**config.mk**
```make
export PLATFORM = sky130hd
export DESIGN_NAME = icta_top
export DESIGN_NICKNAME = d
export VERILOG_FILES = /design/src/icta_pkg.sv /design/src/icta_baud.sv /design/src/icta_match.sv /design/src/icta_top.sv
export SDC_FILE = /design/constraint.sdc
export NUM_CORES = 1
export LEC_CHECK = 0
export BUFFER_PORTS_ARGS = -buffer_cell sky130_fd_sc_hd__buf_2
export CORE_UTILIZATION = 50
export DETAILED_ROUTE_END_ITERATION = 10
export PLACE_DENSITY = 0.72
export SYNTH_ARGS = -nofsm -noshare
export SYNTH_HDL_FRONTEND = slang
export SYNTH_HIERARCHICAL = 1
export SYNTH_SLANG_ARGS = --single-unit
export TNS_END_PERCENT = 1
```
**constraint.sdc**
```tcl
create_clock -name pclk -period 2.7 [get_ports pclk]
set_input_delay 0.54 -clock pclk [delete_from_list [all_inputs] [get_ports pclk]]
set_output_delay 0.54 -clock pclk [all_outputs]
set_load 0.05 [all_outputs]
```
**src/icta_pkg.sv**
```systemverilog
package icta_pkg;
	// Register byte offsets
	localparam logic [7:0] OFF_CTRL  = 8'h00;
	localparam logic [7:0] OFF_ADDR0 = 8'h04;
	localparam logic [7:0] OFF_STAT  = 8'h0c;
	localparam logic [7:0] OFF_DIV   = 8'h10;
	localparam logic [7:0] OFF_TOC   = 8'h14;
	localparam logic [7:0] OFF_ADDR1 = 8'h18;
	localparam logic [7:0] OFF_ADDR2 = 8'h1c;
	localparam logic [7:0] OFF_ADDR3 = 8'h20;
	localparam logic [7:0] OFF_MASK0 = 8'h24;
	localparam logic [7:0] OFF_MASK1 = 8'h28;
	localparam logic [7:0] OFF_MASK2 = 8'h2c;
	localparam logic [7:0] OFF_MASK3 = 8'h30;
	localparam logic [7:0] OFF_ISTAT = 8'h34;
	localparam logic [7:0] OFF_IMASK = 8'h38;
	// Field positions
	localparam int CTRL_IE  = 7;
	localparam int CTRL_SEF = 3;
	localparam int TOC_EN   = 2;
	localparam int TOC_PRE  = 1;
	localparam int TOC_FLAG = 0;
	localparam int IRQ_TO   = 0;
	localparam int IRQ_SE   = 1;
	localparam int IRQ_AM   = 2;
	localparam int STAT_LSB = 3;
	// Reset values and constants
	localparam logic [4:0] STAT_IDLE = 5'h1f;
	localparam logic [7:0] DIV_RST   = 8'h00;
	localparam logic [1:0] PH_LAST   = 2'h3;
	localparam logic [1:0] PRE_LAST  = 2'h3;
	localparam logic [6:0] GC_ADDR   = 7'h00;
	localparam logic [7:0] DIV_MIN   = 8'h04;
endpackage

```
**src/icta_baud.sv**
```systemverilog
`timescale 1ns/1ps
// Serial clock divider: quarter-bit and bit enables from pclk
module icta_baud (
	input  wire logic       pclk,
	input  wire logic       presetn,
	input  wire logic       run,
	input  wire logic [7:0] div,
	output logic            qtick,
	output logic            btick
);
	typedef struct packed {
		logic [7:0] cnt;
		logic [1:0] ph;
		logic       q;
		logic       b;
	} icta_baud_st_t;

	icta_baud_st_t s;
	icta_baud_st_t next_s;

	// Quarter every div+1 cycles, bit every four quarters
	// Settings below the minimum are not guarded, software keeps to it
	always_comb begin
		next_s = s;
		next_s.q = 1'b0;
		next_s.b = 1'b0;
		if (!run) begin
			next_s.cnt = 8'h00;
			next_s.ph = 2'h0;
		end else if (s.cnt >= div) begin
			next_s.cnt = 8'h00;
			next_s.q = 1'b1;
			next_s.ph = s.ph + 2'h1;
			next_s.b = (s.ph == icta_pkg::PH_LAST);
		end else begin
			next_s.cnt = s.cnt + 8'h01;
		end
	end

	// State register
	always_ff @(posedge pclk or negedge presetn) begin
		if (!presetn)
			s <= '0;
		else
			s <= next_s;
	end

	assign qtick = s.q;
	assign btick = s.b;
endmodule // icta_baud

```
**src/icta_match.sv**
```systemverilog
`timescale 1ns/1ps
// Own-address comparator, combinational
module icta_match #(
	parameter int N  = 4,
	parameter int IW = 2
) (
	input  wire logic [N-1:0][7:0] own_addr,
	input  wire logic [N-1:0][6:0] addr_mask,
	input  wire logic [6:0]        rx_addr,
	output logic                   hit,
	output logic [IW-1:0]          hit_idx,
	output logic                   gc
);
	logic [N-1:0] eq;
	logic [N-1:0] gce;

	// Per entry: masked compare of bits 7:1, general call via bit 0
	for (genvar i = 0; i < N; i++) begin : g_ent
		assign eq[i] = (((own_addr[i][7:1] ^ rx_addr) & ~addr_mask[i]) == 7'h00)
			&& (rx_addr != icta_pkg::GC_ADDR);
		assign gce[i] = own_addr[i][0] && (rx_addr == icta_pkg::GC_ADDR);
	end

	// Any entry answers; lowest index reported
	always_comb begin
		hit = |eq;
		gc = |gce;
		hit_idx = '0;
		for (int i = N - 1; i >= 0; i--) begin
			if (eq[i] || gce[i])
				hit_idx = IW'(i);
		end
	end
endmodule // icta_match

```
**src/icta_top.sv**
```systemverilog
`timescale 1ns/1ps
module icta_top #(
	parameter int TW = 14
) (
	input  wire logic        pclk,
	input  wire logic        presetn,
	input  wire logic        psel,
	input  wire logic        penable,
	input  wire logic        pwrite,
	input  wire logic [7:0]  paddr,
	input  wire logic [31:0] pwdata,
	output logic [31:0]      prdata,
	output logic             pready,
	output logic             pslverr,
	input  wire logic        master_mode,
	input  wire logic        bus_done,
	input  wire logic [4:0]  status_code,
	input  wire logic        rx_addr_valid,
	input  wire logic [6:0]  rx_addr,
	output logic             irq,
	output logic             serial_event_flag,
	output logic             timeout_flag,
	output logic             scl_quarter_tick,
	output logic             scl_bit_tick,
	output logic             slave_hit,
	output logic [1:0]       slave_hit_idx,
	output logic             gc_hit
);
	typedef struct packed {
		logic [3:0][7:0] own_address;
		logic [3:0][6:0] address_mask;
		logic [7:0]      clock_divider_value;
		logic            timeout_enable;
		logic            timeout_prescale;
		logic            timeout_flag;
		logic            interrupt_enable;
		logic            sef;
		logic [4:0]      code;
		logic [2:0]      ist;
		logic [2:0]      imask;
		logic [TW-1:0]   to_cnt;
		logic [1:0]      pre;
		logic            pready;
		logic            pslverr;
		logic [31:0]     prdata;
		logic            irq;
		logic            hit;
		logic [1:0]      hit_idx;
		logic            gc;
	} icta_top_st_t;

	icta_top_st_t s;
	icta_top_st_t next_s;
	logic         m_hit;
	logic [1:0]   m_idx;
	logic         m_gc;
	logic         setup;
	logic         wr;
	logic         counting;
	logic         to_tick;

	// Bit-rate enables only while this end drives the clock
	icta_baud u_baud (
		.pclk    (pclk),
		.presetn (presetn),
		.run     (master_mode),
		.div     (s.clock_divider_value),
		.qtick   (scl_quarter_tick),
		.btick   (scl_bit_tick)
	);

	// Address comparator over the four own-address entries
	icta_match #(.N(4), .IW(2)) u_match (
		.own_addr  (s.own_address),
		.addr_mask (s.address_mask),
		.rx_addr   (rx_addr),
		.hit       (m_hit),
		.hit_idx   (m_idx),
		.gc        (m_gc)
	);

	// Bus phase decode; pready is high only in the access cycle
	assign setup = psel && !penable;
	assign wr = psel && penable && s.pready && pwrite;
	assign counting = s.timeout_enable && !s.sef;
	assign to_tick = !s.timeout_prescale || (s.pre == icta_pkg::PRE_LAST);

	// Next-state logic for registers, time-out, flags and bus answer
	always_comb begin
		logic [31:0] rd;
		logic        mapped;
		logic        to_set;
		logic        addr_ev;
		logic [2:0]  ev;
		logic [2:0]  iclr;
		rd = 32'h0000_0000;
		mapped = 1'b1;
		to_set = 1'b0;
		addr_ev = 1'b0;
		ev = 3'h0;
		iclr = 3'h0;
		next_s = s;

		// Read mux, narrow registers zero-extended
		case (paddr)
			icta_pkg::OFF_CTRL: begin
				rd[icta_pkg::CTRL_IE] = s.interrupt_enable;
				rd[icta_pkg::CTRL_SEF] = s.sef;
			end
			icta_pkg::OFF_ADDR0: rd[7:0] = s.own_address[0];
			icta_pkg::OFF_ADDR1: rd[7:0] = s.own_address[1];
			icta_pkg::OFF_ADDR2: rd[7:0] = s.own_address[2];
			icta_pkg::OFF_ADDR3: rd[7:0] = s.own_address[3];
			icta_pkg::OFF_MASK0: rd[7:1] = s.address_mask[0];
			icta_pkg::OFF_MASK1: rd[7:1] = s.address_mask[1];
			icta_pkg::OFF_MASK2: rd[7:1] = s.address_mask[2];
			icta_pkg::OFF_MASK3: rd[7:1] = s.address_mask[3];
			icta_pkg::OFF_STAT: rd[7:icta_pkg::STAT_LSB] = s.code;
			icta_pkg::OFF_DIV: rd[7:0] = s.clock_divider_value;
			icta_pkg::OFF_TOC: begin
				rd[icta_pkg::TOC_EN] = s.timeout_enable;
				rd[icta_pkg::TOC_PRE] = s.timeout_prescale;
				rd[icta_pkg::TOC_FLAG] = s.timeout_flag;
			end
			icta_pkg::OFF_ISTAT: rd[2:0] = s.ist;
			icta_pkg::OFF_IMASK: rd[2:0] = s.imask;
			default: mapped = 1'b0;
		endcase

		// Answer is prepared in setup so access completes at once
		next_s.pready = setup;
		next_s.pslverr = setup && !mapped;
		if (setup && !pwrite)
			next_s.prdata = rd;

		// Register writes; reserved bits are dropped
		if (wr) begin
			case (paddr)
				icta_pkg::OFF_CTRL: next_s.interrupt_enable = pwdata[icta_pkg::CTRL_IE];
				icta_pkg::OFF_ADDR0: next_s.own_address[0] = pwdata[7:0];
				icta_pkg::OFF_ADDR1: next_s.own_address[1] = pwdata[7:0];
				icta_pkg::OFF_ADDR2: next_s.own_address[2] = pwdata[7:0];
				icta_pkg::OFF_ADDR3: next_s.own_address[3] = pwdata[7:0];
				icta_pkg::OFF_MASK0: next_s.address_mask[0] = pwdata[7:1];
				icta_pkg::OFF_MASK1: next_s.address_mask[1] = pwdata[7:1];
				icta_pkg::OFF_MASK2: next_s.address_mask[2] = pwdata[7:1];
				icta_pkg::OFF_MASK3: next_s.address_mask[3] = pwdata[7:1];
				icta_pkg::OFF_DIV: next_s.clock_divider_value = pwdata[7:0];
				icta_pkg::OFF_TOC: begin
					next_s.timeout_enable = pwdata[icta_pkg::TOC_EN];
					next_s.timeout_prescale = pwdata[icta_pkg::TOC_PRE];
				end
				icta_pkg::OFF_IMASK: next_s.imask = pwdata[2:0];
				default: ;
			endcase
		end

		// Time-out counter held at zero while disabled or serial event flag pending
		if (!counting) begin
			next_s.to_cnt = '0;
			next_s.pre = 2'h0;
		end else begin
			next_s.pre = s.timeout_prescale ? s.pre + 2'h1 : 2'h0;
			if (to_tick) begin
				next_s.to_cnt = s.to_cnt + 1'b1;
				to_set = &s.to_cnt;
			end
		end

		// Sticky time-out flag; a new expiry beats the one-write clear
		next_s.timeout_flag = (s.timeout_flag && !(wr && paddr == icta_pkg::OFF_TOC
			&& pwdata[icta_pkg::TOC_FLAG])) || to_set;

		// Serial event flag and status code from the protocol engine
		next_s.sef = (s.sef && !(wr && paddr == icta_pkg::OFF_CTRL
			&& pwdata[icta_pkg::CTRL_SEF])) || bus_done;
		if (bus_done)
			next_s.code = status_code;

		// Address recognition only as slave
		addr_ev = rx_addr_valid && !master_mode;
		next_s.hit = addr_ev && m_hit;
		next_s.gc = addr_ev && m_gc;
		if (addr_ev && (m_hit || m_gc))
			next_s.hit_idx = m_idx;

		// Interrupt status, write one to clear, set wins
		ev[icta_pkg::IRQ_TO] = to_set;
		ev[icta_pkg::IRQ_SE] = bus_done;
		ev[icta_pkg::IRQ_AM] = addr_ev && (m_hit || m_gc);
		if (wr && paddr == icta_pkg::OFF_ISTAT)
			iclr = pwdata[2:0];
		next_s.ist = (s.ist & ~iclr) | ev;

		// Level interrupt, gated by the interrupt enable
		next_s.irq = s.interrupt_enable && |(s.ist & s.imask);
	end

	// State register
	always_ff @(posedge pclk or negedge presetn) begin
		if (!presetn) begin
			s <= '0;
			s.code <= icta_pkg::STAT_IDLE;
			s.clock_divider_value <= icta_pkg::DIV_RST;
		end else begin
			s <= next_s;
		end
	end

	// Outputs straight from state flops
	assign prdata = s.prdata;
	assign pready = s.pready;
	assign pslverr = s.pslverr;
	assign irq = s.irq;
	assign serial_event_flag = s.sef;
	assign timeout_flag = s.timeout_flag;
	assign slave_hit = s.hit;
	assign slave_hit_idx = s.hit_idx;
	assign gc_hit = s.gc;
endmodule // icta_top

```
==> summary.txt <==
================================================================================
Post-Layout Cell Count ............................................          892
Number of synthesized flops with an enable pin ....................            0
Port buffer count .................................................           54
Sequential share of power .........................................        0.424
Initial standard-cell utilization of the core .....................        0.516
Clock tree from TritonCTS .........................................         done
Die extent in x ...................................................  122 microns
Critical Path RT ..................................................      3.00 ns
# nets final ......................................................          773
Leak ..............................................................      3.71 nW
Drt drc ...........................................................            0
Global placement routability congestion ...........................        0.939
Global-route wire length before repair ............................ 31000 microns
Proportion of synthesized chip area in sequential cells ...........        0.443
Per-cell via count in the routed design ...........................         6.07
Worst-margin pin slew .............................................     0.685 ns
Outcome ........................................................... complete, no violations
Boundary pin count ................................................          103
Placement-stage worst setup slack .................................    0.0249 ns
Pwr Density .......................................................  565 nW/um^2
Total of flip-flops plus latches after synthesis ..................          127
Fraction of final layout cells with drive strength greater than 1 .        0.340
Clock sink count ..................................................          127
Final hold violations .............................................            0
Die height ........................................................  122 microns
Clock Root Buffer ................................................. sky130_fd_sc_hd__clkbuf_16
Worst setup path startpoint .......................................       s[119]
Mean Syn Cell Area ................................................   11.2 sq um
P_int .............................................................    0.00348 W
Unrepaired setup endpoints after global routing ...................        false
Number of placement rows ..........................................           43
Total number of yosys warnings ....................................            6
Final non-filler cell area ........................................   8130 sq um
Share of synthesized registers carrying an async set or reset .....         1.00
Class of the tightest hold or removal check .......................  in -> async
Global-route usage over all layers ................................        0.286
Clock buffer count from CTS .......................................           17
Number of buffers between clock root and the deepest sink .........            2
Remaining global-route overflow ...................................            0
Number of antenna violations at the first check in global routing .            0
Number of antenna repair diodes ...................................            0
Cell taking the most area after synthesis ......................... sky130_fd_sc_hd__dfrtp_1
Final setup TNS ...................................................         0 ns
Post-synthesis instance area ......................................   7190 sq um
Hold_buf cts ......................................................            0
Routed len/inst ................................................... 22.1 microns
Standard cell core area ...........................................  13900 sq um
Register-to-Register Path Depth ...................................            8
Layout overhead on the synthesized area ...........................        13.2%
Die Footprint .....................................................  14900 sq um
Most instantiated library cell after synthesis .................... sky130_fd_sc_hd__dfrtp_1
Time the worst path needs with I/O delays and setup ...............      2.31 ns
Vias in the first global route ....................................         5415
Most used standard cells in the synthesized netlist ............... 122 x sky130_fd_sc_hd__dfrtp_1, 96 x sky130_fd_sc_hd__mux2_2, 45 x sky130_fd_sc_hd__buf_4
Finish-stage setup viols ..........................................            0
Initial drt markers ...............................................          491
DRT antenna net count .............................................            0
Achievable frequency ..............................................      434 MHz
Worst path slowest cell ........................................... sky130_fd_sc_hd__nor4_1
Critical setup path kind ..........................................   reg -> reg
Resized Gates After CTS ...........................................            0
Setup bufs post-CTS ...............................................            0
Final WL .......................................................... 19700 microns
FILL cells ........................................................         1158
Post-detailed-placement half-perimeter wirelength ................. 14600 microns
Ratio of final minimum period to clock period .....................        0.854
Ranking of synthesized cells by area .............................. sky130_fd_sc_hd__dfrtp_1 42%, sky130_fd_sc_hd__mux2_2 15%, sky130_fd_sc_hd__buf_4 4.7%, sky130_fd_sc_hd__xnor2_1 4.1%, sky130_fd_sc_hd__ha_1 2.1%
Clk_lat worst skew ................................................      0.42 ns
Crit end category .................................................    flip-flop
Number of different library cells in the post-synthesis netlist ...           73
Pin count of the biggest net entering global routing ..............           58
Crit Path Max Fanout ..............................................            3
Worst slew margin relative to its limit ...........................        0.542
Share of total power consumed by net switching ....................        0.242
Post-synth top flop ............................................... sky130_fd_sc_hd__dfrtp_1
Slack of the critical path ........................................     0.395 ns
Max IR drop VDD ...................................................       388 uV
Power spent charging and discharging nets .........................    0.00111 W
Post-route clock skew .............................................   0.00534 ns
Clock network power share .........................................        0.489
Dpl cell area .....................................................   7560 sq um
Maximum cell stage delay along the critical path ..................      0.57 ns
Detailed-router iteration count before antenna repair .............            5
Number of max-cap violations ......................................            0
Number of placed instances with taps included .....................          862
CTS clock-pin slew for the worst setup and hold paths .............      0.05 ns
Post-Synthesis Cells ..............................................          641
Comb pwr share ....................................................        0.087
Via count .........................................................         5417
Total Power .......................................................    0.00460 W
Origin of the critical flop-to-flop path ..........................       s[119]
Number of pins exceeding their max-slew limit in the final report .            0
Critical Path Start Type ..........................................    flip-flop
CTS H-tree lvls ...................................................            4
Arrival time worst endpoint .......................................      2.61 ns
List of cells traversed by the critical path ...................... xnor2_1 > o22ai_1 > nor4_1 > nor2_1 > nand2_1 > and3b_1 > or2_2 > mux2_2
Area share of the largest cell type after synthesis ...............        0.425
================================================================================
==> path summary, 6_finish.rpt <==
| kind | to | slack [ns] |
|---|---|---|
| worst min-delay path | gc_hit | 0.12 |
| worst max-delay path | slave_hit_idx[1] | 0.39 |
| min in group pclk | s[62] | 0.35 |
| worst min register to register | s[39] | 0.45 |
| worst max register to register | slave_hit_idx[1] | 0.39 |
| max in group asynchronous | s[64] | 1.75 |
==> power groups by stage <==
stage	clock [W]	sequential [W]	combinational, W
floorplan	0	0.00199	0.000267
global placement	0	0.00198	0.000393
detailed placement	0	0.00198	0.000397
CTS	0.00227	0.00195	0.000399
global route	0.00236	0.00195	0.000430
finish	0.00225	0.00195	0.000401
==> registers in the layout (all words and copies together) (netlist names), 2 cells and up <==
signal and flops:
s 98, u_baud/s 10, prdata 8, slave_hit_idx 2
==> critical path, delay by kind of cell (launching register included) <==
| kind | cells | cell delay, ns |
|---|---|---|
| mux | 1 | 0.33 |
| simple gates | 5 | 1.09 |
| compound gates | 1 | 0.17 |
| flops | 1 | 0.40 |
| xor+xnor | 1 | 0.20 |
==> cell type report <==
class,count,area (sq um),share of cell area
clock buffer,23,488,0.0600
clock inverter,7,85.1,0.0105
inverter,13,48.8,0.00600
multi-input combinational,458,3590,0.442
sequential,127,3180,0.391
tap,180,225,0.0277
timing repair buffer,84,510,0.0628
==> cell families (layout without fill, tap and decap cells) <==
| group | count (synthesis) | after routing | synth area share |
|---|---|---|---|
| other | 1 | 24 | 0.000522 |
| muxes | 110 | 110 | 0.170 |
| DFF | 127 | 127 | 0.443 |
| adders and majority gates | 12 | 12 | 0.0209 |
| AOI/OAI and AO/OA | 103 | 103 | 0.106 |
| xor gates and xnor gates | 43 | 43 | 0.0524 |
| buffers and inverters | 79 | 127 | 0.0693 |
| and+or+nand+nor | 166 | 166 | 0.138 |
==> metal layers <==
layer / track usage / vias to the layer above / routed length (microns)
met5: 0 / - / 0
met4: 0.141 / 0 / 648
met3: 0.0604 / 44 / 1300
met2: 0.448 / 233 / 9370
met1: 0.376 / 2741 / 8400
li1: - / 2399 / -
==> stage by stage <==
stage | hold slack, ns | util
finish | 0.119 | 0.584
global route | 0.164 | 0.584
CTS | 0.134 | 0.584
detailed placement | 0.429 | 0.543
global placement | 0.417 | 0.543
floorplan | 0.244 | -
==> cell usage in the layout (no fill, tap or decap), drive strengths merged, types with 9 or more instances in the layout <==
cell type / Yosys / routed
dfrtp: 122 / 122
mux2: 97 / 97
buf: 57 / 84
nor2: 50 / 50
xnor2: 34 / 34
nand2: 34 / 34
conb: 1 / 24
clkbuf: 9 / 23
o22ai: 17 / 17
o21ai: 15 / 15
inv: 13 / 13
mux2i: 13 / 13
a21oi: 13 / 13
nand3: 12 / 12
ha: 12 / 12
nor4: 10 / 10
xor2: 9 / 9
a22oi: 9 / 9
(Power assumes the default switching activity.)
